==> config.mk <==
export PLATFORM = sky130hd
export DESIGN_NAME = hw_random_number_source
export DESIGN_NICKNAME = d
export VERILOG_FILES = /design/src/common/rng_pkg.sv /design/src/entropy_health.sv /design/src/hw_random_number_source.sv
export SDC_FILE = /design/constraint.sdc
export NUM_CORES = 1
export LEC_CHECK = 0
export BUFFER_PORTS_ARGS = -buffer_cell sky130_fd_sc_hd__buf_2
export CELL_PAD_IN_SITES_DETAIL_PLACEMENT = 1
export CELL_PAD_IN_SITES_GLOBAL_PLACEMENT = 1
export CORE_ASPECT_RATIO = 1.75
export CORE_MARGIN = 4
export CORE_UTILIZATION = 49
export DETAILED_ROUTE_END_ITERATION = 7
export PLACE_DENSITY = 0.83
export SYNTH_ARGS = -nofsm -noshare
export SYNTH_HDL_FRONTEND = slang
export SYNTH_HIERARCHICAL = 1
export SYNTH_SLANG_ARGS = --single-unit
==> constraint.sdc <==
create_clock -name clk_sys_i -period 4.9 [get_ports clk_sys_i]
set_input_delay 0.49 -clock clk_sys_i [delete_from_list [all_inputs] [get_ports clk_sys_i]]
set_output_delay 0.49 -clock clk_sys_i [all_outputs]
set_load 0.02 [all_outputs]
==> src/common/rng_pkg.sv <==
// Constants shared by the random-number source and its entropy health checker.
// Assumes a single system clock; no software-visible register map exists.
package rng_pkg;

   // -----------------------------------------------------------------------
   // Widths and counts
   // -----------------------------------------------------------------------
   localparam int unsigned DATA_W          = 64;
   localparam int unsigned ID_W            = 32;
   localparam int unsigned REP_LIMIT       = 32;
   localparam int unsigned RESEED_INTERVAL = 16;

   // -----------------------------------------------------------------------
   // Identification query encoding
   // -----------------------------------------------------------------------
   localparam logic [ID_W-1:0] LEAF_BASIC    = 32'h0000_0001;
   localparam logic [ID_W-1:0] LEAF_EXT      = 32'h0000_0007;
   localparam logic [ID_W-1:0] SUBLEAF_ZERO  = 32'h0000_0000;
   localparam int unsigned     RAND_FEAT_BIT = 30;
   localparam int unsigned     SEED_FEAT_BIT = 18;
   localparam logic [ID_W-1:0] RAND_FEAT     = 32'h4000_0000;
   localparam logic [ID_W-1:0] SEED_FEAT     = 32'h0004_0000;

   // -----------------------------------------------------------------------
   // Deterministic generator mixing
   // -----------------------------------------------------------------------
   localparam logic [DATA_W-1:0] GEN_INIT  = 64'h6a09_e667_f3bc_c908;
   localparam int unsigned       SH_A      = 13;
   localparam int unsigned       SH_B      = 7;
   localparam int unsigned       SH_C      = 17;
   localparam int unsigned       KEY_ROT   = 29;

endpackage

==> src/entropy_health.sv <==
// Entropy collector: packs raw noise bits into words and runs a repetition test.
// Assumes the noise bit is synchronous to clk_sys_i and fresh on every enabled cycle.
`timescale 1ns/1ps
module entropy_health #(
   parameter int unsigned WORD_W    = rng_pkg::DATA_W,
   parameter int unsigned REP_LIMIT = rng_pkg::REP_LIMIT
) (
   input  wire logic              clk_sys_i,
   input  wire logic              rstn_i,
   input  wire logic              ce_i,
   input  wire logic              entropy_bit_i,
   output logic                   word_valid_o,
   output logic [WORD_W-1:0]      word_o,
   output logic                   word_bad_o
);

   localparam int unsigned CNT_W = $clog2(WORD_W);
   localparam int unsigned RUN_W = $clog2(REP_LIMIT + 1);
   localparam logic [CNT_W-1:0] LAST_BIT = CNT_W'(WORD_W - 1);
   localparam logic [RUN_W-1:0] RUN_MAX  = RUN_W'(REP_LIMIT - 1);

   typedef struct packed {
      logic [WORD_W-1:0] shift;
      logic [CNT_W-1:0]  cnt;
      logic [RUN_W-1:0]  run_len;
      logic              last;
      logic              acc_bad;
      logic              out_valid;
      logic [WORD_W-1:0] out_word;
      logic              out_bad;
   } health_s;

   health_s q;
   health_s d;

   always_comb
   begin
      logic rep_fail;
      rep_fail    = 1'b0;
      d           = q;
      d.out_valid = 1'b0;
      d.shift     = {q.shift[WORD_W-2:0], entropy_bit_i};
      if (entropy_bit_i == q.last)
      begin
         if (q.run_len != RUN_MAX)
            d.run_len = q.run_len + 1'b1;
         else
            rep_fail = 1'b1;
      end
      else
      begin
         d.run_len = '0;
      end
      d.last    = entropy_bit_i;
      d.acc_bad = q.acc_bad | rep_fail;
      if (q.cnt == LAST_BIT)
      begin
         // Whole word done: publish it with its health verdict
         d.cnt       = '0;
         d.out_valid = 1'b1;
         d.out_word  = d.shift;
         d.out_bad   = d.acc_bad;
         d.acc_bad   = 1'b0;
      end
      else
      begin
         d.cnt = q.cnt + 1'b1;
      end
   end

   always_ff @(posedge clk_sys_i or negedge rstn_i)
   begin
      if (!rstn_i)
         q <= '0;
      else if (ce_i)
         q <= d;
   end

   assign word_valid_o = q.out_valid;
   assign word_o       = q.out_word;
   assign word_bad_o   = q.out_bad;
endmodule

==> src/hw_random_number_source.sv <==
// Random-value and seed-value source behind two instructions plus the
// identification feature bits that advertise them.
// Assumes requests are synchronous, one per enabled cycle, with a noise bit
// arriving on every enabled cycle from the on-chip entropy source.
`timescale 1ns/1ps
module hw_random_number_source #(
   parameter int unsigned DATA_W          = rng_pkg::DATA_W,
   parameter int unsigned RESEED_INTERVAL = rng_pkg::RESEED_INTERVAL
) (
   input  wire logic                      clk_sys_i,
   input  wire logic                      rstn_i,
   input  wire logic                      ce_i,
   input  wire logic                      entropy_bit_i,
   input  wire logic                      req_valid_i,
   input  wire logic                      req_seed_i,
   input  wire logic                      id_req_i,
   input  wire logic [rng_pkg::ID_W-1:0]  leaf_select_i,
   input  wire logic [rng_pkg::ID_W-1:0]  subleaf_select_i,
   output logic                           rsp_valid_o,
   output logic [DATA_W-1:0]              rsp_data_o,
   output logic                           carry_flag_o,
   output logic                           id_valid_o,
   output logic [rng_pkg::ID_W-1:0]       second_result_register_o,
   output logic [rng_pkg::ID_W-1:0]       third_result_register_o,
   output logic                           fault_o
);

   localparam int unsigned LEFT_W = $clog2(RESEED_INTERVAL + 1);
   localparam logic [LEFT_W-1:0] LEFT_FULL = LEFT_W'(RESEED_INTERVAL);

   typedef struct packed {
      logic                     rsp_valid;
      logic [DATA_W-1:0]        rsp_data;
      logic                     carry;
      logic                     id_valid;
      logic [rng_pkg::ID_W-1:0] id_second;
      logic [rng_pkg::ID_W-1:0] id_third;
      logic [DATA_W-1:0]        seed_word;
      logic                     seed_full;
      logic                     seed_bad;
      logic [DATA_W-1:0]        gen_state;
      logic [DATA_W-1:0]        gen_key;
      logic [DATA_W-1:0]        gen_last;
      logic [LEFT_W-1:0]        gen_left;
      logic                     gen_bad;
      logic                     fault;
   } src_s;

   src_s q;
   src_s d;

   logic              col_valid;
   logic [DATA_W-1:0] col_word;
   logic              col_bad;

   // -----------------------------------------------------------------------
   // Non-deterministic source with health test
   // -----------------------------------------------------------------------
   entropy_health #(
      .WORD_W    (DATA_W),
      .REP_LIMIT (rng_pkg::REP_LIMIT)
   ) u_health (
      .clk_sys_i     (clk_sys_i),
      .rstn_i        (rstn_i),
      .ce_i          (ce_i),
      .entropy_bit_i (entropy_bit_i),
      .word_valid_o  (col_valid),
      .word_o        (col_word),
      .word_bad_o    (col_bad)
   );

   // -----------------------------------------------------------------------
   // Request handling
   // -----------------------------------------------------------------------
   logic [DATA_W-1:0] gen_next;
   logic [DATA_W-1:0] gen_out;
   logic              gen_ready;

   // Xorshift step whitened by a reseeded key; a compact stand-in for a full
   // block-cipher construction, traded for area in this block
   always_comb
   begin
      logic [DATA_W-1:0] s;
      s          = q.gen_state;
      s          = s ^ (s << rng_pkg::SH_A);
      s          = s ^ (s >> rng_pkg::SH_B);
      s          = s ^ (s << rng_pkg::SH_C);
      gen_next   = s;
      gen_out    = s ^ q.gen_key;
      gen_ready  = (q.gen_left != '0) && !q.gen_bad;
   end

   always_comb
   begin
      d           = q;
      d.rsp_valid = 1'b0;
      d.id_valid  = 1'b0;
      if (req_valid_i)
      begin
         d.rsp_valid = 1'b1;
         d.rsp_data  = '0;
         d.carry     = 1'b0;
         if (req_seed_i)
         begin
            if (q.seed_full)
            begin
               d.seed_full = 1'b0;
               if (!q.seed_bad)
               begin
                  d.rsp_data = q.seed_word;
                  d.carry    = 1'b1;
               end
            end
         end
         else if (gen_ready)
         begin
            if (gen_out == q.gen_last)
            begin
               // Repeated output: poison generator until next good reseed
               d.gen_bad = 1'b1;
            end
            else
            begin
               d.rsp_data  = gen_out;
               d.carry     = 1'b1;
               d.gen_state = gen_next;
               d.gen_left  = q.gen_left - 1'b1;
               d.gen_last  = gen_out;
            end
         end
      end
      // New entropy fills the seed slot first; otherwise a good word reseeds the generator and a bad one poisons it
      if (col_valid)
      begin
         if (!q.seed_full)
         begin
            d.seed_full = 1'b1;
            d.seed_word = col_word;
            d.seed_bad  = col_bad;
         end
         else if (col_bad)
         begin
            d.gen_bad  = 1'b1;
            d.gen_left = '0;
         end
         else
         begin
            d.gen_state = q.gen_state ^ col_word;
            d.gen_key   = q.gen_key ^ {col_word[DATA_W-rng_pkg::KEY_ROT-1:0],
                                       col_word[DATA_W-1:DATA_W-rng_pkg::KEY_ROT]};
            d.gen_left  = LEFT_FULL;
            d.gen_bad   = 1'b0;
         end
      end
      d.fault = d.gen_bad | (d.seed_full & d.seed_bad);
      if (id_req_i)
      begin
         d.id_valid  = 1'b1;
         d.id_second = '0;
         d.id_third  = '0;
         if (leaf_select_i == rng_pkg::LEAF_BASIC)
            d.id_third = rng_pkg::RAND_FEAT;
         else if (leaf_select_i == rng_pkg::LEAF_EXT && subleaf_select_i == rng_pkg::SUBLEAF_ZERO)
            d.id_second = rng_pkg::SEED_FEAT;
      end
   end

   always_ff @(posedge clk_sys_i or negedge rstn_i)
   begin
      if (!rstn_i)
      begin
         q            <= '0;
         q.gen_state <= rng_pkg::GEN_INIT;
      end
      else if (ce_i)
      begin
         q <= d;
      end
   end

   assign rsp_valid_o              = q.rsp_valid;
   assign rsp_data_o               = q.rsp_data;
   assign carry_flag_o             = q.carry;
   assign id_valid_o               = q.id_valid;
   assign second_result_register_o = q.id_second;
   assign third_result_register_o  = q.id_third;
   assign fault_o                  = q.fault;
endmodule

=== Word-level counts from Yosys, hierarchy flattened ===
Cells that the tools add are included.

* Register bits: 539
* Latch bits: 0
* Output and inout bits: 132
* Bits in writable memories: 0
* Memories kept: 0
* Memory bits (read-only): 0

* Magnitude comparators: 0
* $add $sub $neg: 3
* Equality and inequality tests: 7
* Divide/modulo/power cells: 0
* Reduce and logical (&&, ||, !) cells: 12
* Multipliers: 0
* Bitwise gates (word level): 13
* Mux-type cells: 34
* Shifts and indexed selects: 0

{| class="wikitable"
|+ Operator list
! kind !! number
|-
| $mux 65 || 6
|-
| $xor 64x64->64 || 5
|-
| $mux 128 || 2
|-
| $mux 64 || 4
|-
| $mux 130 || 1
|-
| $mux 67 || 1
|-
| $mux 66 || 1
|-
| $eq 64x64->1 || 1
|-
| $xor 64x57->64 || 1
|-
| $mux 6 || 9
|-
| $mux 19 || 2
|-
| $eq 32x1->1 const B || 1
|-
| $eq 32x3->1 const B || 1
|-
| $logic_not 32->1 || 1
|-
| $mux 31 || 1
|-
| $add 6x1->6 const B || 2
|-
| $reduce_and 2->1 || 4
|-
| $eq 6x6->1 const B || 1
|-
| $ne 6x5->1 const B || 1
|-
| $mux 1 || 5
|-
| $mux 5 || 1
|-
| $reduce_and 5->1 || 1
|-
| $reduce_bool 5->1 || 1
|-
| $sub 5x1->5 const B || 1
|-
| other kinds (10) || 15
|}

=== Depth between registers and ports, before layout ===
Gate-level depths: netlist of run 1.

* Depth in word-level cells: 14
* Depth in mapped cells: 14
* Mapped depth without buffers: 10

=== By module ===
The synthesis of run 1 kept the hierarchy.

{| class="wikitable"
|+ Modules (own cells, without submodules)
! module !! area each (µm²) !! seq. area each (µm²) !! cells each !! times used
|-
| hw_random_number_source || 18664.2 || 8398.1 || 1758 || 1
|-
| entropy_health || 5998.3 || 3553.4 || 403 || 1
|}

=== Least setup slack after synthesis of run 1 ===
OpenSTA, ideal clock, no wires.

* Kind: reg2reg
* From: register q[164] in the netlist's numbering
* To: register q[171] in the netlist's numbering
* Setup time: 0.123 ns
* Cell stages (with the launch flop): 13
* Buffers on the path: 2
* Data required time: 4.777 ns
* Arrival time: 3.733 ns
* Path slack: 1.044 ns
* Path through: dfstp_2 -> buf_2 -> xnor2_2 -> xnor2_1 -> xor3_1 -> xor2_1 -> or4_1 -> nor4b_1 -> nand4_1 -> o311ai_4 -> nand2_2 -> buf_2 -> o221a_2

* Word-level cells in the longest chain between the ends: 12

{| class="wikitable"
|+ Ends and longest elaborated chain
! item !! RTL line !! RTL
|-
| from (decl) || hw_random_number_source.sv:49 || <nowiki>src_s q;</nowiki>
|-
| $xor 64x64->64 (*) || hw_random_number_source.sv:85 || <nowiki>s = s ^ (s << rng_pkg::SH_A);</nowiki>
|-
| $xor 64x57->64 (*) || hw_random_number_source.sv:86 || <nowiki>s = s ^ (s >> rng_pkg::SH_B);</nowiki>
|-
| $xor 64x64->64 (*) || hw_random_number_source.sv:87 || <nowiki>s = s ^ (s << rng_pkg::SH_C);</nowiki>
|-
| $xor 64x64->64 (*) || hw_random_number_source.sv:89 || <nowiki>gen_out = s ^ q.gen_key;</nowiki>
|-
| $eq 64x64->1 (*) || hw_random_number_source.sv:117 || <nowiki>if (gen_out == q.gen_last)</nowiki>
|-
| $mux 64 (*) || hw_random_number_source.sv:117 ||
|-
| $mux 64 (*) || hw_random_number_source.sv:115 || <nowiki>else if (gen_ready)</nowiki>
|-
| $mux 64 (*) || hw_random_number_source.sv:103 || <nowiki>if (req_seed_i)</nowiki>
|-
| $mux 64 (*) || hw_random_number_source.sv:98 || <nowiki>if (req_valid_i)</nowiki>
|-
| $mux 128 || hw_random_number_source.sv:141 || <nowiki>else if (col_bad)</nowiki>
|-
| $mux 128 || hw_random_number_source.sv:135 || <nowiki>if (!q.seed_full)</nowiki>
|-
| $mux 130 (*) || hw_random_number_source.sv:133 || <nowiki>if (col_valid)</nowiki>
|}

Mark *: on every way between the ends. The rest lies on a longest branch, timed or not.
A chain may end at the register's enable or synchronous reset.

=== Worst setup path after layout of run 1 ===
* From: register q[162] in the netlist's numbering
* To: register q[195] in the netlist's numbering

The elaborated chain is that of the path after synthesis.

==> results.toml, run 1 <==
[drt]
initialDrtViolationCount = 1337
firstDrtPassIters = 5
via_per_inst = 5.89
wl_um = 84000
post_drt_wl_per_cell_um = 29.4
ant_nets = 0
vias = 16800
drc = 0

[worst_setup_path]
path_max_fanout = 9
max_stage_delay_ns = 0.61
r2r_cells = 12
reg2reg_slack_ns = 0.07
startpoint_type = "flip-flop"
cpMaxStageDelayCell = "xor2_1"
crit_type = "reg2reg"
crit_arrival_ns = 5.31
required_ns = 5.38
rr_startpoint = "q[162]"
r2r-end = "q[195]"
crit_path_cell_trace = "buf_4, xnor2_1, xor2_1, xor2_1, o32ai_1, nor4_1, and4_1, nand4_1, o311a_1, buf_4, a32oi_1, xnor2_1"
cp-end-kind = "flip-flop"

[floorplanning]
die_x_um = 178
core_area_mm2 = 0.0497
ioPinCount = 203
initial_core_util = 0.496
die_y_um = 305
die_area_mm2 = 0.0541
placementRows = 108

[synthesis]
syn-cell-area_mm2 = 0.0247
ys_warn_count = 6
syn_area_per_cell_um2 = 11.4
synth_enable_flop_cells = 0
ys_seq_elements = 476
synthArstFlopShare = 1.00
ys_seq_area_frac = 0.485
yosysUniqueCellTypes = 78
syn-instance-count = 2161
synth_ff_type = "dfrtp_1"

[clock_tree]
clkSlewWorstSetupHoldPaths_ns = 0.07
cts_buffers = 44
clockBufferDepth = 3
cts_root_buf = "clkbuf_16"
cts.sinks = 476
cts_tree = "built"
cts_resized = 0
clock_latency_ns = 0.57
h-tree-depth = 2

[layout]
drive_above_1_share = 0.250
fin_nets = 2235
fin_area_mm2 = 0.0267
n_antenna_cell = 0
area_growth_pct = 8.24
layoutNonFillerInstCount = 2854

[sta]
period_share = 0.986
hold_viol = 0
final_max_slew_viol_count = 0
rsz0062_at_grt = "no"
fmax_ghz = 0.207
setup_violations = 0
fin_setup_tns_ns = 0
tightest_slew_ns = 1.21
slew_headroom = 0.192
fin_worst_skew_ns = 0.0189
period_needed_ns = 4.83

[global_route]
overflow = 0
grt_pass1_vias = 18100
track_usage = 0.307
grt_pass1_wl_um = 122000
grt_max_degree = 120
antenna_found_initial = 0

[place]
dpl_cell_area_mm2 = 0.0251
finalWeightedCongestion = 1.02
numPortBuffers = 140
dp_hpwl_um = 62500
place_inst = 2774

[status]
status = "completed"

[hold_path]
hp-class = "in2reg"
worstHoldPathCells = 2
min_to = "third_result_register_o[30]"
worstHoldStart = "leaf_select_i[2]"

[run]
maxCapViolCount = 0
## routing by layer
layer  wire [um]  up-vias  global-route usage
li1            -     7221                   -
met1       29400     8725               0.338
met2       42900      630               0.543
met3        4240      224              0.0358
met4        7420        0               0.211
met5           0        -                   0
## how the worst max path moves through the flow
stage                 from              to  cells past startpoint
finish              q[162]          q[195]                     12
global route        q[162]           q[40]                     13
CTS                 q[162]          q[195]                     12
detailed placement  q[162]  rsp_data_o[16]                     12
global placement    q[164]          q[145]                     11
floorplan           q[164]          q[171]                     12
## synth_stat cells, drive strengths merged, types with 19 or more instances
master    n  area share
a221o    29       0.012
a21oi    19      0.0039
xnor2   273       0.098
buf     248       0.072
o21ai   126       0.026
a21o     26      0.0079
nor4     20      0.0051
clkbuf   73       0.011
nand2   181       0.028
nand3    44      0.0089
a22oi    44       0.013
o221a    31       0.014
a32oi    23      0.0082
inv      47      0.0072
nand4    19      0.0054
mux2    193       0.090
dfstp    32       0.034
xor2     88       0.031
dfrtp   444        0.45
nor2     43      0.0068
## cell families (layout without fill, tap and decap cells)
group | Yosys count | after routing | share of synthesized area
AO/OA/AOI/OAI | 357 | 357 | 0.106
XOR/XNOR | 389 | 389 | 0.156
adder cells (fa/ha/maj) | 3 | 3 | 0.00152
buffers and inverters | 368 | 340 | 0.0899
flip-flops | 476 | 476 | 0.485
multiplexers | 198 | 198 | 0.0917
other | 1 | 62 | 0.000152
AND/OR/NAND/NOR | 369 | 369 | 0.0706
## final cells by class
type	count	area, um^2
clock buffers	62	1270
clock inverters	17	292
fillers	5213	23000
inverters	47	176
multi-input cells	1378	10800
flip-flops and latches	476	12000
well taps	660	826
repair buffers	214	1430
## worst max-delay path, delay by kind of cell, from the launching register on
kind	cells	cell delay, ns
XOR/XNOR	4	1.68
AO/OA/AOI/OAI	3	1.16
AND/OR/NAND/NOR	3	1.08
buffers and inverters	2	0.41
flip-flops	1	0.40
## repair_timing
action	4_1_cts	5_1_grt
buffers inserted	0	0
hold buffers	1	0
endpoints found under the hold margin	81	0
## through the flow
stage	hold WS (ns)	util	setup WS [ns]
6_report	0.113	0.537	0.0680
3_3_place_gp	0.464	0.505	0.356
4_1_cts	0.0972	0.537	0.146
3_5_place_dp	0.482	0.505	0.230
5_1_grt	0.125	0.537	0.0280
2_1_floorplan	0.194	-	1.04
## placed cells by master (no fill, tap or decap), drive strengths merged, types with 20 or more instances in the layout
cell,instances
a22oi,44
nor4,20
xor2,88
dfstp,32
buf,213
o21ai,126
nor2,43
conb,62
o221a,31
dfrtp,444
nand2,181
a32oi,23
a221o,29
a21o,26
xnor2,273
clkbuf,62
mux2,193
nand3,44
inv,47
## flip-flops by register name (all words and copies together), names as in the netlist
register                  count
u_health/q                   13
rsp_valid_o                   1
third_result_register_o       1
u_health/word_valid_o         1
id_valid_o                    1
u_health/word_o              64
fault_o                       1
u_health/word_bad_o           1
q                           264
rsp_data_o                   64
u_health/d                   63
carry_flag_o                  1
second_result_register_o      1
Power of run 1 is left out: the tool's default activity adds up to more than one toggle a clock period on the data nets, which glitch-free logic cannot reach.
==> run 2, diff against run 1 <==
ABC_AREA = 1   (was unset)
CORE_UTILIZATION = 45   (was 49)
SLEW_MARGIN = 40   (was unset)
==> run 2 against run 1 <==
Compared with the run above:
- via count grew 56%
- final area grew 10%
- setup slack gained 0.66 ns
- highest routed layer is now met5
==> results.toml, run 2 <==
[status]
status = "completed"

[place]
numPortBuffers = 140
dp_hpwl_um = 86000
finalWeightedCongestion = 1.07

[worst_setup_path]
startpoint_type = "flip-flop"
cp_common_cell = "nand2_1"
cpLargestDelayFamily = "simple AND/OR/NAND/NOR gates"
path_max_fanout = 60
crit_start = "q[176]"
required_ns = 5.37
critical_path_buf_inv_count = 3
crit_type = "reg2reg"
r2r_cells = 21
max_stage_delay_ns = 0.67
cp-end-kind = "flip-flop"
crit_arrival_ns = 4.65
reg2reg_slack_ns = 0.72
cpMaxStageDelayCell = "dfstp_2"
rr_startpoint = "q[176]"
r2r-end = "rsp_data_o[50]"
crit_path_cell_trace = "inv_2, nand2_1, nand2_1, nand2_1, nand2_1, nand2_1, nand2_1, nand2_1, nand3_1, nand2_1, nand3_1, nor2_1, nand3_1, nor2_2, nand2_4, nand3_2, nor2_4, buf_12, buf_4, nand3_2, nand3_1"

[clock_tree]
clock_latency_ns = 0.62
cts_resized = 0
cts_buffers = 47
clkSlewWorstSetupHoldPaths_ns = 0.07
h-tree-depth = 2
cts.sinks = 476
cts_tree = "built"
cts_root_buf = "clkbuf_16"
clockBufferDepth = 3

[synthesis]
ys_warn_count = 6
synth_top_area_share = 0.402
syn_area_per_cell_um2 = 7.19
synth_ff_type = "dfrtp_1"
syn-cell-area_mm2 = 0.0277
ys_seq_area_frac = 0.432
yosysUniqueCellTypes = 40
ys_seq_elements = 476
synth_enable_flop_cells = 0
yosysTopAreaCell = "dfrtp_1"
synth_most_common_cell = "nand2_1"
synth.area.top_cells = "dfrtp_1 40%, nand2_1 19%, nand3_1 7.2%"
synthTopCellsByCount = "1,421 x nand2_1, 444 x dfrtp_1, 399 x nand3_1, 308 x inv_1, 200 x buf_4"
synthArstFlopShare = 1.00
syn-instance-count = 3849

[sta]
rsz0062_at_grt = "no"
hold_viol = 0
fin_worst_skew_ns = 0.0288
fmax_ghz = 0.239
slew_headroom = 0.419
fin_setup_tns_ns = 0
final_max_slew_viol_count = 0
tightest_slew_ns = 0.872
setup_violations = 0
period_share = 0.852
period_needed_ns = 4.18

[floorplanning]
core_area_mm2 = 0.0611
placementRows = 120
initial_core_util = 0.453
die_x_um = 195
ioPinCount = 203
die_y_um = 336
die_area_mm2 = 0.0657

[layout]
nFillCells = 7946
final_common_cell = "nand2_1"
drive_above_1_share = 0.111
top_register = "q"
largest_reg_flops = 264
utilization = 0.481
layout_common_cells = "1,419 x nand2_1, 444 x dfrtp_1, 398 x nand3_1"
fin_nets = 3857
area_growth_pct = 6.31

[run]
maxCapViolCount = 0

[hold_path]
worstHoldStart = "entropy_bit_i"
min_to = "u_health/d[81]"
worstHoldPathCells = 3
hp-class = "in2reg"

[drt]
wl_um = 113000
via_per_inst = 5.68
drc = 0
vias = 26200
firstDrtPassIters = 5
ant_nets = 0
post_drt_wl_per_cell_um = 24.5
initialDrtViolationCount = 2073

[global_route]
grt_max_degree = 116
grt_pass1_vias = 26800
grt_pass1_wl_um = 168000
track_usage = 0.338
overflow = 0
antenna_found_initial = 4

[power_and_ir_drop]
vdd_ir_drop_max_mv = 0.389
p_leak_uw = 0.0153
power_density_mw_per_mm2 = 723
finalPower_uw = 21300
-- run 2: cell types whose count changed in the layout (fill, tap and decap cells not counted), moves of 34 or more --
cell and change:
a21oi_1 +141, a22oi_1 -43, buf_4 -37, inv_1 +259, inv_2 +70, mux2_2 -177, nand2_1 +1241, nand3_1 +354
nand4_1 +61, nor2_1 +114, o21ai_0 +37, o21ai_1 +62, o21ai_2 +34, xnor2_1 -244
-- run 2: logic make-up after synthesis --
group           share of synthesized area
other cells                      0.000136
xor+xnor                           0.0318
buf+inv                             0.133
compound gates                     0.0834
fa+ha+maj                         0.00136
flops                               0.432
simple gates                        0.318
-- run 2: where the power goes --
group          switching, uW  internal (uW)
sequential              1160           4950
clock                   1750           2090
combinational           8410           2890
-- run 2: cell type report --
class                   instances  area [um^2]  area share
flip-flops and latches        476        12000       0.406
repair buffers                178         1140      0.0388
diodes                          2         5.00    0.000170
clock inverters                29          293     0.00996
inverters                     379         1430      0.0485
clock buffers                  59         1280      0.0436
multi-input cells            2701        12300       0.419
well taps                     793          992      0.0337
-- run 2: worst max-delay path by stage --
stage / to / slack, ns / cells after the start
after floorplan: q[54] / 2.37 / 24
after global placement: q[59] / 0.98 / 22
after detailed placement: q[59] / 0.91 / 22
after CTS: q[59] / 0.86 / 22
after global routing: q[59] / 0.65 / 21
final: rsp_data_o[50] / 0.72 / 21
-- run 2: per-stage QoR --
| step | hold WS [ns] | cells | setup WS (ns) | instance area, um^2 |
|---|---|---|---|---|
| floorplan | 0.194 | 3910 | 2.37 | 27900 |
| global placement | 0.448 | 4523 | 0.979 | 27700 |
| detailed placement | 0.472 | 4525 | 0.914 | 27800 |
| CTS | 0.130 | 4614 | 0.864 | 29400 |
| global route | 0.173 | 4615 | 0.655 | 29400 |
| finish | 0.139 | 4617 | 0.723 | 29400 |
-- run 2: what timing repair did --
item	in CTS	in global routing
hold buffers	1	0
buffers inserted	0	0
endpoints found under the hold margin	72	0
-- run 2: tightest hold or removal path, stage by stage --
cell and delay (ns):
buf_2 0.10, nand2_1 0.04, o21ai_0 0.07
-- run 2: metal layers --
layer	routed length [um]	GRT usage
met1	41500	0.384
met2	53300	0.557
met3	6540	0.0530
met4	11900	0.282
met5	27	0
Power figures use the tool's default switching activity.
